[config.mk]
export PLATFORM = sky130hd
export DESIGN_NAME = cip_regs
export DESIGN_NICKNAME = d
export VERILOG_FILES = /design/src/cip_pkg.sv /design/src/cip_level_cmp.sv /design/src/cip_regs.sv
export SDC_FILE = /design/constraint.sdc
export NUM_CORES = 1
export LEC_CHECK = 0
export ABC_AREA = 0
export BUFFER_PORTS_ARGS = -buffer_cell sky130_fd_sc_hd__buf_2
export CORE_UTILIZATION = 48
export CTS_CLUSTER_DIAMETER = 200
export DETAILED_ROUTE_END_ITERATION = 8
export PLACE_DENSITY = 0.81
export SKIP_LAST_GASP = 1
export SYNTH_ARGS = -nofsm -noshare
export SYNTH_HDL_FRONTEND = slang
export SYNTH_SLANG_ARGS = --single-unit
[constraint.sdc]
create_clock -name clock -period 1.85 [get_ports clock]
set_input_delay 0.37 -clock clock [delete_from_list [all_inputs] [get_ports clock]]
set_output_delay 0.37 -clock clock [all_outputs]
set_load 0.1 [all_outputs]
[src/cip_pkg.sv]
// Overview of operation
// CPU level is core-control bit 3 above status bits 7 to 5
// Low codes 0..6 give levels 0..6, or 8..14 with top bit set
// Low code 7 gives level 7 or 15; user interrupts blocked
// Top bit set blocks every user interrupt
// Top bit means level above 7; software clears only; resets to 0
// Nesting disable set makes the low level field read-only
// Flag status 3 bit 9 sets on pwm special event request
// Flag status 4 bit 1 sets on uart error request
// Enable 1 bit 13 gates external irq 2, bit 4 external irq 1
// Enable 1 bit 3 change notify, bit 2 comparator; reset disabled
// Enable 1 bit 1 i2c master, bit 0 i2c slave; 1 enables
// Priority 3 holds adc done at 6:4, uart tx at 2:0
// Request shown when flag and enable set and priority beats CPU level
// Unimplemented bits read 0 and ignore writes
package cip_pkg;
    // ------------------------------------------------------------
    // Register map
    // ------------------------------------------------------------
    localparam logic [7:0] ADDR_STATUS = 8'h00;
    localparam logic [7:0] ADDR_CORE = 8'h04;
    localparam logic [7:0] ADDR_IRQCTL = 8'h08;
    localparam logic [7:0] ADDR_FLAG3 = 8'h0C;
    localparam logic [7:0] ADDR_FLAG4 = 8'h10;
    localparam logic [7:0] ADDR_ENABLE1 = 8'h14;
    localparam logic [7:0] ADDR_PRIO3 = 8'h18;
    localparam logic [7:0] ADDR_PEND = 8'h1C;
    // ------------------------------------------------------------
    // Field positions and masks
    // ------------------------------------------------------------
    localparam int LVL_LSB = 5;
    localparam int LVL_MSB = 7;
    localparam int TOP_BIT = 3;
    localparam int NEST_BIT = 15;
    localparam int PWM_EV_BIT = 9;
    localparam int UART_ERR_BIT = 1;
    localparam int EXT2_BIT = 13;
    localparam int EXT1_BIT = 4;
    localparam int CN_BIT = 3;
    localparam int CMP_BIT = 2;
    localparam int I2CM_BIT = 1;
    localparam int I2CS_BIT = 0;
    localparam int ADC_PRI_LSB = 4;
    localparam int UTX_PRI_LSB = 0;
    localparam logic [15:0] ENABLE1_MASK = 16'h201F;
    localparam logic [15:0] PRIO3_MASK = 16'h0077;
    localparam logic [15:0] PRIO3_RESET = 16'h0044;
    localparam logic [2:0] LVL_MAX = 3'h7;
    localparam logic [1:0] RESP_OKAY = 2'h0;
    localparam logic [1:0] RESP_SLVERR = 2'h2;
endpackage : cip_pkg

[src/cip_level_cmp.sv]
`timescale 1ns/1ps
module cip_level_cmp
    import cip_pkg::*;
(
    input wire logic [2:0] levelLow,
    input wire logic levelTop,
    input wire logic [2:0] srcPrio,
    input wire logic srcFlag,
    input wire logic srcEnable,
    output logic srcRequest
);
    wire logic [3:0] cpuLevel = {levelTop, levelLow};
    wire logic [3:0] srcLevel = {1'b0, srcPrio};
    // Priority 0 never beats level 0, so code 000 disables the source
    assign srcRequest = srcFlag && srcEnable && !levelTop &&
                        (srcLevel > cpuLevel);
endmodule : cip_level_cmp

[src/cip_regs.sv]
// Added by the designer: the AXI4-Lite register port and the address map.
`timescale 1ns/1ps
module cip_regs
    import cip_pkg::*;
(
    input wire logic clock,
    input wire logic rst_n,
    input wire logic [7:0] s_axi_awaddr,
    input wire logic s_axi_awvalid,
    output logic s_axi_awready,
    input wire logic [31:0] s_axi_wdata,
    input wire logic [3:0] s_axi_wstrb,
    input wire logic s_axi_wvalid,
    output logic s_axi_wready,
    output logic [1:0] s_axi_bresp,
    output logic s_axi_bvalid,
    input wire logic s_axi_bready,
    input wire logic [7:0] s_axi_araddr,
    input wire logic s_axi_arvalid,
    output logic s_axi_arready,
    output logic [31:0] s_axi_rdata,
    output logic [1:0] s_axi_rresp,
    output logic s_axi_rvalid,
    input wire logic s_axi_rready,
    input wire logic pwmEventReq,
    input wire logic uartErrorReq,
    input wire logic ext2Flag,
    input wire logic ext1Flag,
    input wire logic changeNotifyFlag,
    input wire logic comparatorFlag,
    input wire logic i2cMasterFlag,
    input wire logic i2cSlaveFlag,
    input wire logic adcDoneFlag,
    input wire logic uartTxFlag,
    input wire logic cpuLevelLoad,
    input wire logic [3:0] cpuLevelIn,
    output logic [3:0] cpuLevel,
    output logic [7:0] irqRequest
);
    // ------------------------------------------------------------
    // Reset release
    // ------------------------------------------------------------
    logic rstSync1_ff;
    logic rstSync2_ff;
    always_ff @(posedge clock or negedge rst_n) begin
        if (!rst_n) begin
            rstSync1_ff <= 1'b0;
            rstSync2_ff <= 1'b0;
        end else begin
            rstSync1_ff <= 1'b1;
            rstSync2_ff <= rstSync1_ff;
        end
    end
    wire logic rstLocal_n = rstSync2_ff;

    // ------------------------------------------------------------
    // Bus slave: latch address and data in any order
    // ------------------------------------------------------------
    logic awHeld_ff;
    logic wHeld_ff;
    logic [7:0] awAddr_ff;
    logic [15:0] wData_ff;
    logic [1:0] wStrb_ff;
    logic bValid_ff;
    logic [1:0] bResp_ff;
    logic rValid_ff;
    logic [31:0] rData_ff;
    logic [1:0] rResp_ff;

    assign s_axi_awready = !awHeld_ff && !bValid_ff;
    assign s_axi_wready = !wHeld_ff && !bValid_ff;
    assign s_axi_arready = !rValid_ff;
    assign s_axi_bvalid = bValid_ff;
    assign s_axi_bresp = bResp_ff;
    assign s_axi_rvalid = rValid_ff;
    assign s_axi_rdata = rData_ff;
    assign s_axi_rresp = rResp_ff;

    wire logic awTake = s_axi_awvalid && s_axi_awready;
    wire logic wTake = s_axi_wvalid && s_axi_wready;
    wire logic arTake = s_axi_arvalid && s_axi_arready;
    wire logic doWrite = awHeld_ff && wHeld_ff;

    function automatic logic known(input logic [7:0] a);
        known = (a == ADDR_STATUS) || (a == ADDR_CORE) ||
                (a == ADDR_IRQCTL) || (a == ADDR_FLAG3) ||
                (a == ADDR_FLAG4) || (a == ADDR_ENABLE1) ||
                (a == ADDR_PRIO3) || (a == ADDR_PEND);
    endfunction : known

    // Byte-lane merge of a 16-bit register
    function automatic logic [15:0] merge(input logic [15:0] old,
                                          input logic [15:0] dat,
                                          input logic [1:0] stb,
                                          input logic [15:0] msk);
        logic [15:0] lane;
        lane = {{8{stb[1]}}, {8{stb[0]}}} & msk;
        merge = (old & ~lane) | (dat & lane);
    endfunction : merge

    always_ff @(posedge clock or negedge rstLocal_n) begin
        if (!rstLocal_n) begin
            awHeld_ff <= 1'b0;
            wHeld_ff <= 1'b0;
            awAddr_ff <= 8'h00;
            wData_ff <= 16'h0000;
            wStrb_ff <= 2'h0;
            bValid_ff <= 1'b0;
            bResp_ff <= RESP_OKAY;
        end else begin
            if (awTake) begin
                awHeld_ff <= 1'b1;
                awAddr_ff <= {s_axi_awaddr[7:2], 2'b00};
            end
            if (wTake) begin
                wHeld_ff <= 1'b1;
                wData_ff <= s_axi_wdata[15:0];
                wStrb_ff <= s_axi_wstrb[1:0];
            end
            if (doWrite) begin
                awHeld_ff <= 1'b0;
                wHeld_ff <= 1'b0;
                bValid_ff <= 1'b1;
                bResp_ff <= known(awAddr_ff) ? RESP_OKAY : RESP_SLVERR;
            end else if (bValid_ff && s_axi_bready) begin
                bValid_ff <= 1'b0;
            end
        end
    end

    // ------------------------------------------------------------
    // Registers
    // ------------------------------------------------------------
    logic [2:0] lvlLow_ff;
    logic lvlTop_ff;
    logic nestDis_ff;
    logic pwmEvent_ff;
    logic uartErr_ff;
    logic [15:0] enable1_ff;
    logic [15:0] prio3_ff;

    wire logic wrStatus = doWrite && (awAddr_ff == ADDR_STATUS);
    wire logic wrCore = doWrite && (awAddr_ff == ADDR_CORE);
    wire logic wrIrqCtl = doWrite && (awAddr_ff == ADDR_IRQCTL);
    wire logic wrFlag3 = doWrite && (awAddr_ff == ADDR_FLAG3);
    wire logic wrFlag4 = doWrite && (awAddr_ff == ADDR_FLAG4);
    wire logic wrEnable1 = doWrite && (awAddr_ff == ADDR_ENABLE1);
    wire logic wrPrio3 = doWrite && (awAddr_ff == ADDR_PRIO3);

    // Low lane holds the level field; nesting disable locks it
    wire logic lvlWrite = wrStatus && wStrb_ff[0] && !nestDis_ff;
    // Top bit is clear-only from software; core may load any level
    wire logic topClear = wrCore && wStrb_ff[0] &&
                          !wData_ff[TOP_BIT];

    wire logic [2:0] nxt_lvlLow = cpuLevelLoad ? cpuLevelIn[2:0] :
                     lvlWrite ? wData_ff[LVL_MSB:LVL_LSB] : lvlLow_ff;
    wire logic nxt_lvlTop = cpuLevelLoad ? cpuLevelIn[3] :
                     topClear ? 1'b0 : lvlTop_ff;
    // Hardware set wins over a software clear in the same cycle
    wire logic nxt_pwmEvent = pwmEventReq ||
        ((wrFlag3 && wStrb_ff[1]) ? wData_ff[PWM_EV_BIT] :
         pwmEvent_ff);
    wire logic nxt_uartErr = uartErrorReq ||
        ((wrFlag4 && wStrb_ff[0]) ? wData_ff[UART_ERR_BIT] :
         uartErr_ff);

    always_ff @(posedge clock or negedge rstLocal_n) begin
        if (!rstLocal_n) begin
            lvlLow_ff <= 3'h0;
            lvlTop_ff <= 1'b0;
            nestDis_ff <= 1'b0;
            pwmEvent_ff <= 1'b0;
            uartErr_ff <= 1'b0;
            enable1_ff <= 16'h0000;
            prio3_ff <= PRIO3_RESET;
        end else begin
            lvlLow_ff <= nxt_lvlLow;
            lvlTop_ff <= nxt_lvlTop;
            if (wrIrqCtl && wStrb_ff[1]) begin
                nestDis_ff <= wData_ff[NEST_BIT];
            end
            pwmEvent_ff <= nxt_pwmEvent;
            uartErr_ff <= nxt_uartErr;
            if (wrEnable1) begin
                enable1_ff <= merge(enable1_ff, wData_ff, wStrb_ff,
                                    ENABLE1_MASK);
            end
            if (wrPrio3) begin
                prio3_ff <= merge(prio3_ff, wData_ff, wStrb_ff,
                                  PRIO3_MASK);
            end
        end
    end

    assign cpuLevel = {lvlTop_ff, lvlLow_ff};

    // ------------------------------------------------------------
    // Request qualification
    // ------------------------------------------------------------
    wire logic [2:0] adcPrio = prio3_ff[ADC_PRI_LSB +: 3];
    wire logic [2:0] utxPrio = prio3_ff[UTX_PRI_LSB +: 3];
    // Sources without a priority field here run at the top user level
    wire logic [7:0] srcFlags = {uartTxFlag, adcDoneFlag, ext2Flag,
        ext1Flag, changeNotifyFlag, comparatorFlag, i2cMasterFlag,
        i2cSlaveFlag};
    wire logic [7:0] srcEn = {1'b1, 1'b1, enable1_ff[EXT2_BIT],
        enable1_ff[EXT1_BIT], enable1_ff[CN_BIT], enable1_ff[CMP_BIT],
        enable1_ff[I2CM_BIT], enable1_ff[I2CS_BIT]};
    wire logic [23:0] srcPrio = {utxPrio, adcPrio, {6{LVL_MAX}}};

    genvar gi;
    generate
        for (gi = 0; gi < 8; gi++) begin : g_src
            cip_level_cmp u_cmp (
                .levelLow(lvlLow_ff),
                .levelTop(lvlTop_ff),
                .srcPrio(srcPrio[gi*3 +: 3]),
                .srcFlag(srcFlags[gi]),
                .srcEnable(srcEn[gi]),
                .srcRequest(irqRequest[gi])
            );
        end
    endgenerate

    // ------------------------------------------------------------
    // Read path
    // ------------------------------------------------------------
    wire logic [7:0] rdAddr = {s_axi_araddr[7:2], 2'b00};
    logic [15:0] rdWord;
    always_comb begin
        rdWord = 16'h0000;
        unique case (rdAddr)
            ADDR_STATUS: rdWord[LVL_MSB:LVL_LSB] = lvlLow_ff;
            ADDR_CORE: rdWord[TOP_BIT] = lvlTop_ff;
            ADDR_IRQCTL: rdWord[NEST_BIT] = nestDis_ff;
            ADDR_FLAG3: rdWord[PWM_EV_BIT] = pwmEvent_ff;
            ADDR_FLAG4: rdWord[UART_ERR_BIT] = uartErr_ff;
            ADDR_ENABLE1: rdWord = enable1_ff;
            ADDR_PRIO3: rdWord = prio3_ff;
            ADDR_PEND: rdWord = {8'h00, irqRequest};
            default: rdWord = 16'h0000;
        endcase
    end

    always_ff @(posedge clock or negedge rstLocal_n) begin
        if (!rstLocal_n) begin
            rValid_ff <= 1'b0;
            rData_ff <= 32'h0000_0000;
            rResp_ff <= RESP_OKAY;
        end else if (arTake) begin
            rValid_ff <= 1'b1;
            rData_ff <= {16'h0000, rdWord};
            rResp_ff <= known(rdAddr) ? RESP_OKAY : RESP_SLVERR;
        end else if (rValid_ff && s_axi_rready) begin
            rValid_ff <= 1'b0;
        end
    end
endmodule : cip_regs

==> reports/qor.yml <==
outcome: "complete, but fails checks"
violations: "setup timing"
rows: 28
relSlewSlack_pct: 59.3
hold_start: "s_axi_bready"
clk_pin_slew_ns: 0.06
hold_viol_final: 0
drt-total-wl_mm: 7.07
crit_fanout: 2
grt.overflow.total: 0
endpoint_kind: "output pin"
drc: 0
ys_ff_latch: 57
final_cell_mix: "buf_2 (68), dfrtp_1 (48), mux2_2 (33)"
setup_violations: 8
synthFlopType: "dfrtp_1"
start_util_pct: 49.9
via_count: 2309
dieWidth_um: 80.5
syn_area_um2: 2960
synth-edff-count: 0
antenna_found_initial: 0
rr_startpoint: "awAddr_ff[6]$_DFFE_PN0P_"
place.gp.congestion: 0.866
clockRootBuffer: "clkbuf_8"
ios: 127
dpl-instance-area_um2: 3570
final_antenna_net_count: 0
synth-seq-area-share_pct: 48.3
track_usage_pct: 23.2
ir_drop_mv: 1.54
layout_commonest_cell: "buf_2"
fin_ws_ns: -0.359
dr.first_iter.drc_count: 133
dp_hpwl_mm: 4.92
tns_ns: -1.52
n_fill_cell: 474
drv_slew: 0
r2r_slack_ns: 0.07
fmax_ghz: 0.453
critPathLaunchType: "flop"
yosys_warnings: 0
rsz0062_at_grt: "true"
drt_first_pass_iters: 4
numCtsBuffers: 9
dieHeight_um: 80.5
crit_arrival_ns: 1.84
required_ns: 1.48
grt_max_degree: 31
core-area_um2: 5920
viasPerCell: 5.28
worstRegToRegCells: 4
postLayoutCellArea_um2: 3920
worst_slew_pin_slew_ns: 0.610
layout-drive-gt1-share_pct: 50.6
grt_pass1_vias: 2284
final_nets: 437
synth.distinct_cells: 47
grt_pass1_wl_mm: 11.0
p_per_area_nw_per_um2: 1360
fin_crit_sh_pct: 119
hold_path_class: "in2reg"
n_antenna_cell: 0
port_buffers: 76
wire_per_inst_um: 16.2
cap_violations: 0
syn_area_per_cell_um2: 11.0
synthToLayoutAreaGrowth_pct: 32.6
htree_levels: 3
power_leakage_nw: 1.84
ys_async_sr_fraction_pct: 100
min_period_ns: 2.21
finClkSkew_ns: 0.00742
whs_endpoint: "s_axi_bvalid$_DFFE_PN0P_"
cts.sinks: 57
synthCells: 270
max-clock-path-buffers: 2
cts_tree: "yes"
die_area_um2: 6480
hold-path-cell-count: 2
clk_latency_ns: 0.34
worst-setup-path-type: "reg2out"
-- cells by family after synthesis --
kind of cell    Yosys count  share of synthesized area, %
buf+inv                  56                          11.2
fa+ha+maj                 6                          2.54
mux                      39                          14.7
compound gates           46                          10.1
simple gates             64                          12.8
flops                    57                          48.3
other cells               2                         0.254
-- critical path: stages (launching register included) --
cell	delay (ns)
dfstp_2	0.57
ha_4	0.22
nand3_2	0.07
o21ai_2	0.07
nor4b_2	0.23
buf_4	0.17
buf_12	0.16
-- metrics by stage --
step           instances  utilization (%)  worst slack, ns  hold WS (ns)  power (mW)
2_1_floorplan        292                -           -0.287        0.0744        3.63
3_3_place_gp         414             60.3           0.0366         0.156        3.97
3_5_place_dp         414             60.3           0.0119         0.158        4.06
4_1_cts              437             65.8           -0.283         0.191        5.29
5_1_grt              437             66.2           -0.431         0.195        5.57
6_report             437             66.2           -0.359         0.196        5.34
-- layer usage --
layer	routed length [um]	vias to the layer above	GRT usage (%)
li1	-	1073	-
met1	2790	1088	26.8
met2	3440	125	39.6
met3	603	23	7.39
met4	231	0	9.11
met5	0	-	0
-- power breakdown --
group | internal, mW | switching (mW)
Clock | 0.656 | 0.486
Combinational | 0.822 | 1.44
Sequential | 1.62 | 0.331
-- cell usage after synthesis, types with 2 or more instances --
cell      number  share of area, %
a21o_1         2              0.51
a21oi_1        9               1.5
a22o_1         2              0.59
a22oi_1        2              0.51
a31oi_1        2              0.42
and2_1         3              0.63
and3_1         7               1.5
buf_1          2              0.25
buf_4         32               8.1
clkbuf_1       7              0.89
conb_1         2              0.25
dfrtp_1       55                47
dfstp_2        2               1.8
ha_1           6               2.5
inv_1         14               1.8
mux2_2        36                14
mux2i_1        3               1.0
nand2_1       14               1.8
nand2b_1       2              0.42
nand3_1        6               1.0
nor2_1        10               1.3
nor2b_1        2              0.42
nor3_1         5              0.85
nor3b_1        2              0.51
nor4_1         2              0.42
nor4b_1        2              0.59
o21ai_0       14               2.4
o31a_1         2              0.59
o31ai_1        5               1.3
-- layout make-up --
cell class	instances	area (um2)	share of cell area [%]
clock buffers	13	149	3.80
clock inverters	3	40.0	1.02
inverters	14	55.1	1.40
multi-input cells	180	1480	37.7
flip-flops and latches	57	1440	36.7
well taps	75	93.8	2.39
repair buffers	95	669	17.1
-- worst max path at each step --
stage,start,to,depth (start not counted)
floorplan,s_axi_bvalid$_DFFE_PN0P_,wData_ff[0]$_DFFE_PN0P_,5
global placement,flop,irqRequest[6],6
detailed placement,flop,irqRequest[7],5
CTS,lvlLow_ff[1]$_DFFE_PN0P_,irqRequest[7],6
global route,flop,irqRequest[6],6
finish,flop,irqRequest[6],6
-- timing repair --
item / in CTS / in global routing
setup buffers: 5 / 0
resized for setup: 15 / 8
pin swaps: 7 / 6
endpoints found under the hold margin: 2 / 0
hold buffers: 1 / 0
setup endpoints to repair: 8 / 9
gates cloned: 1 / 0
Power figures use the tool's default switching activity.
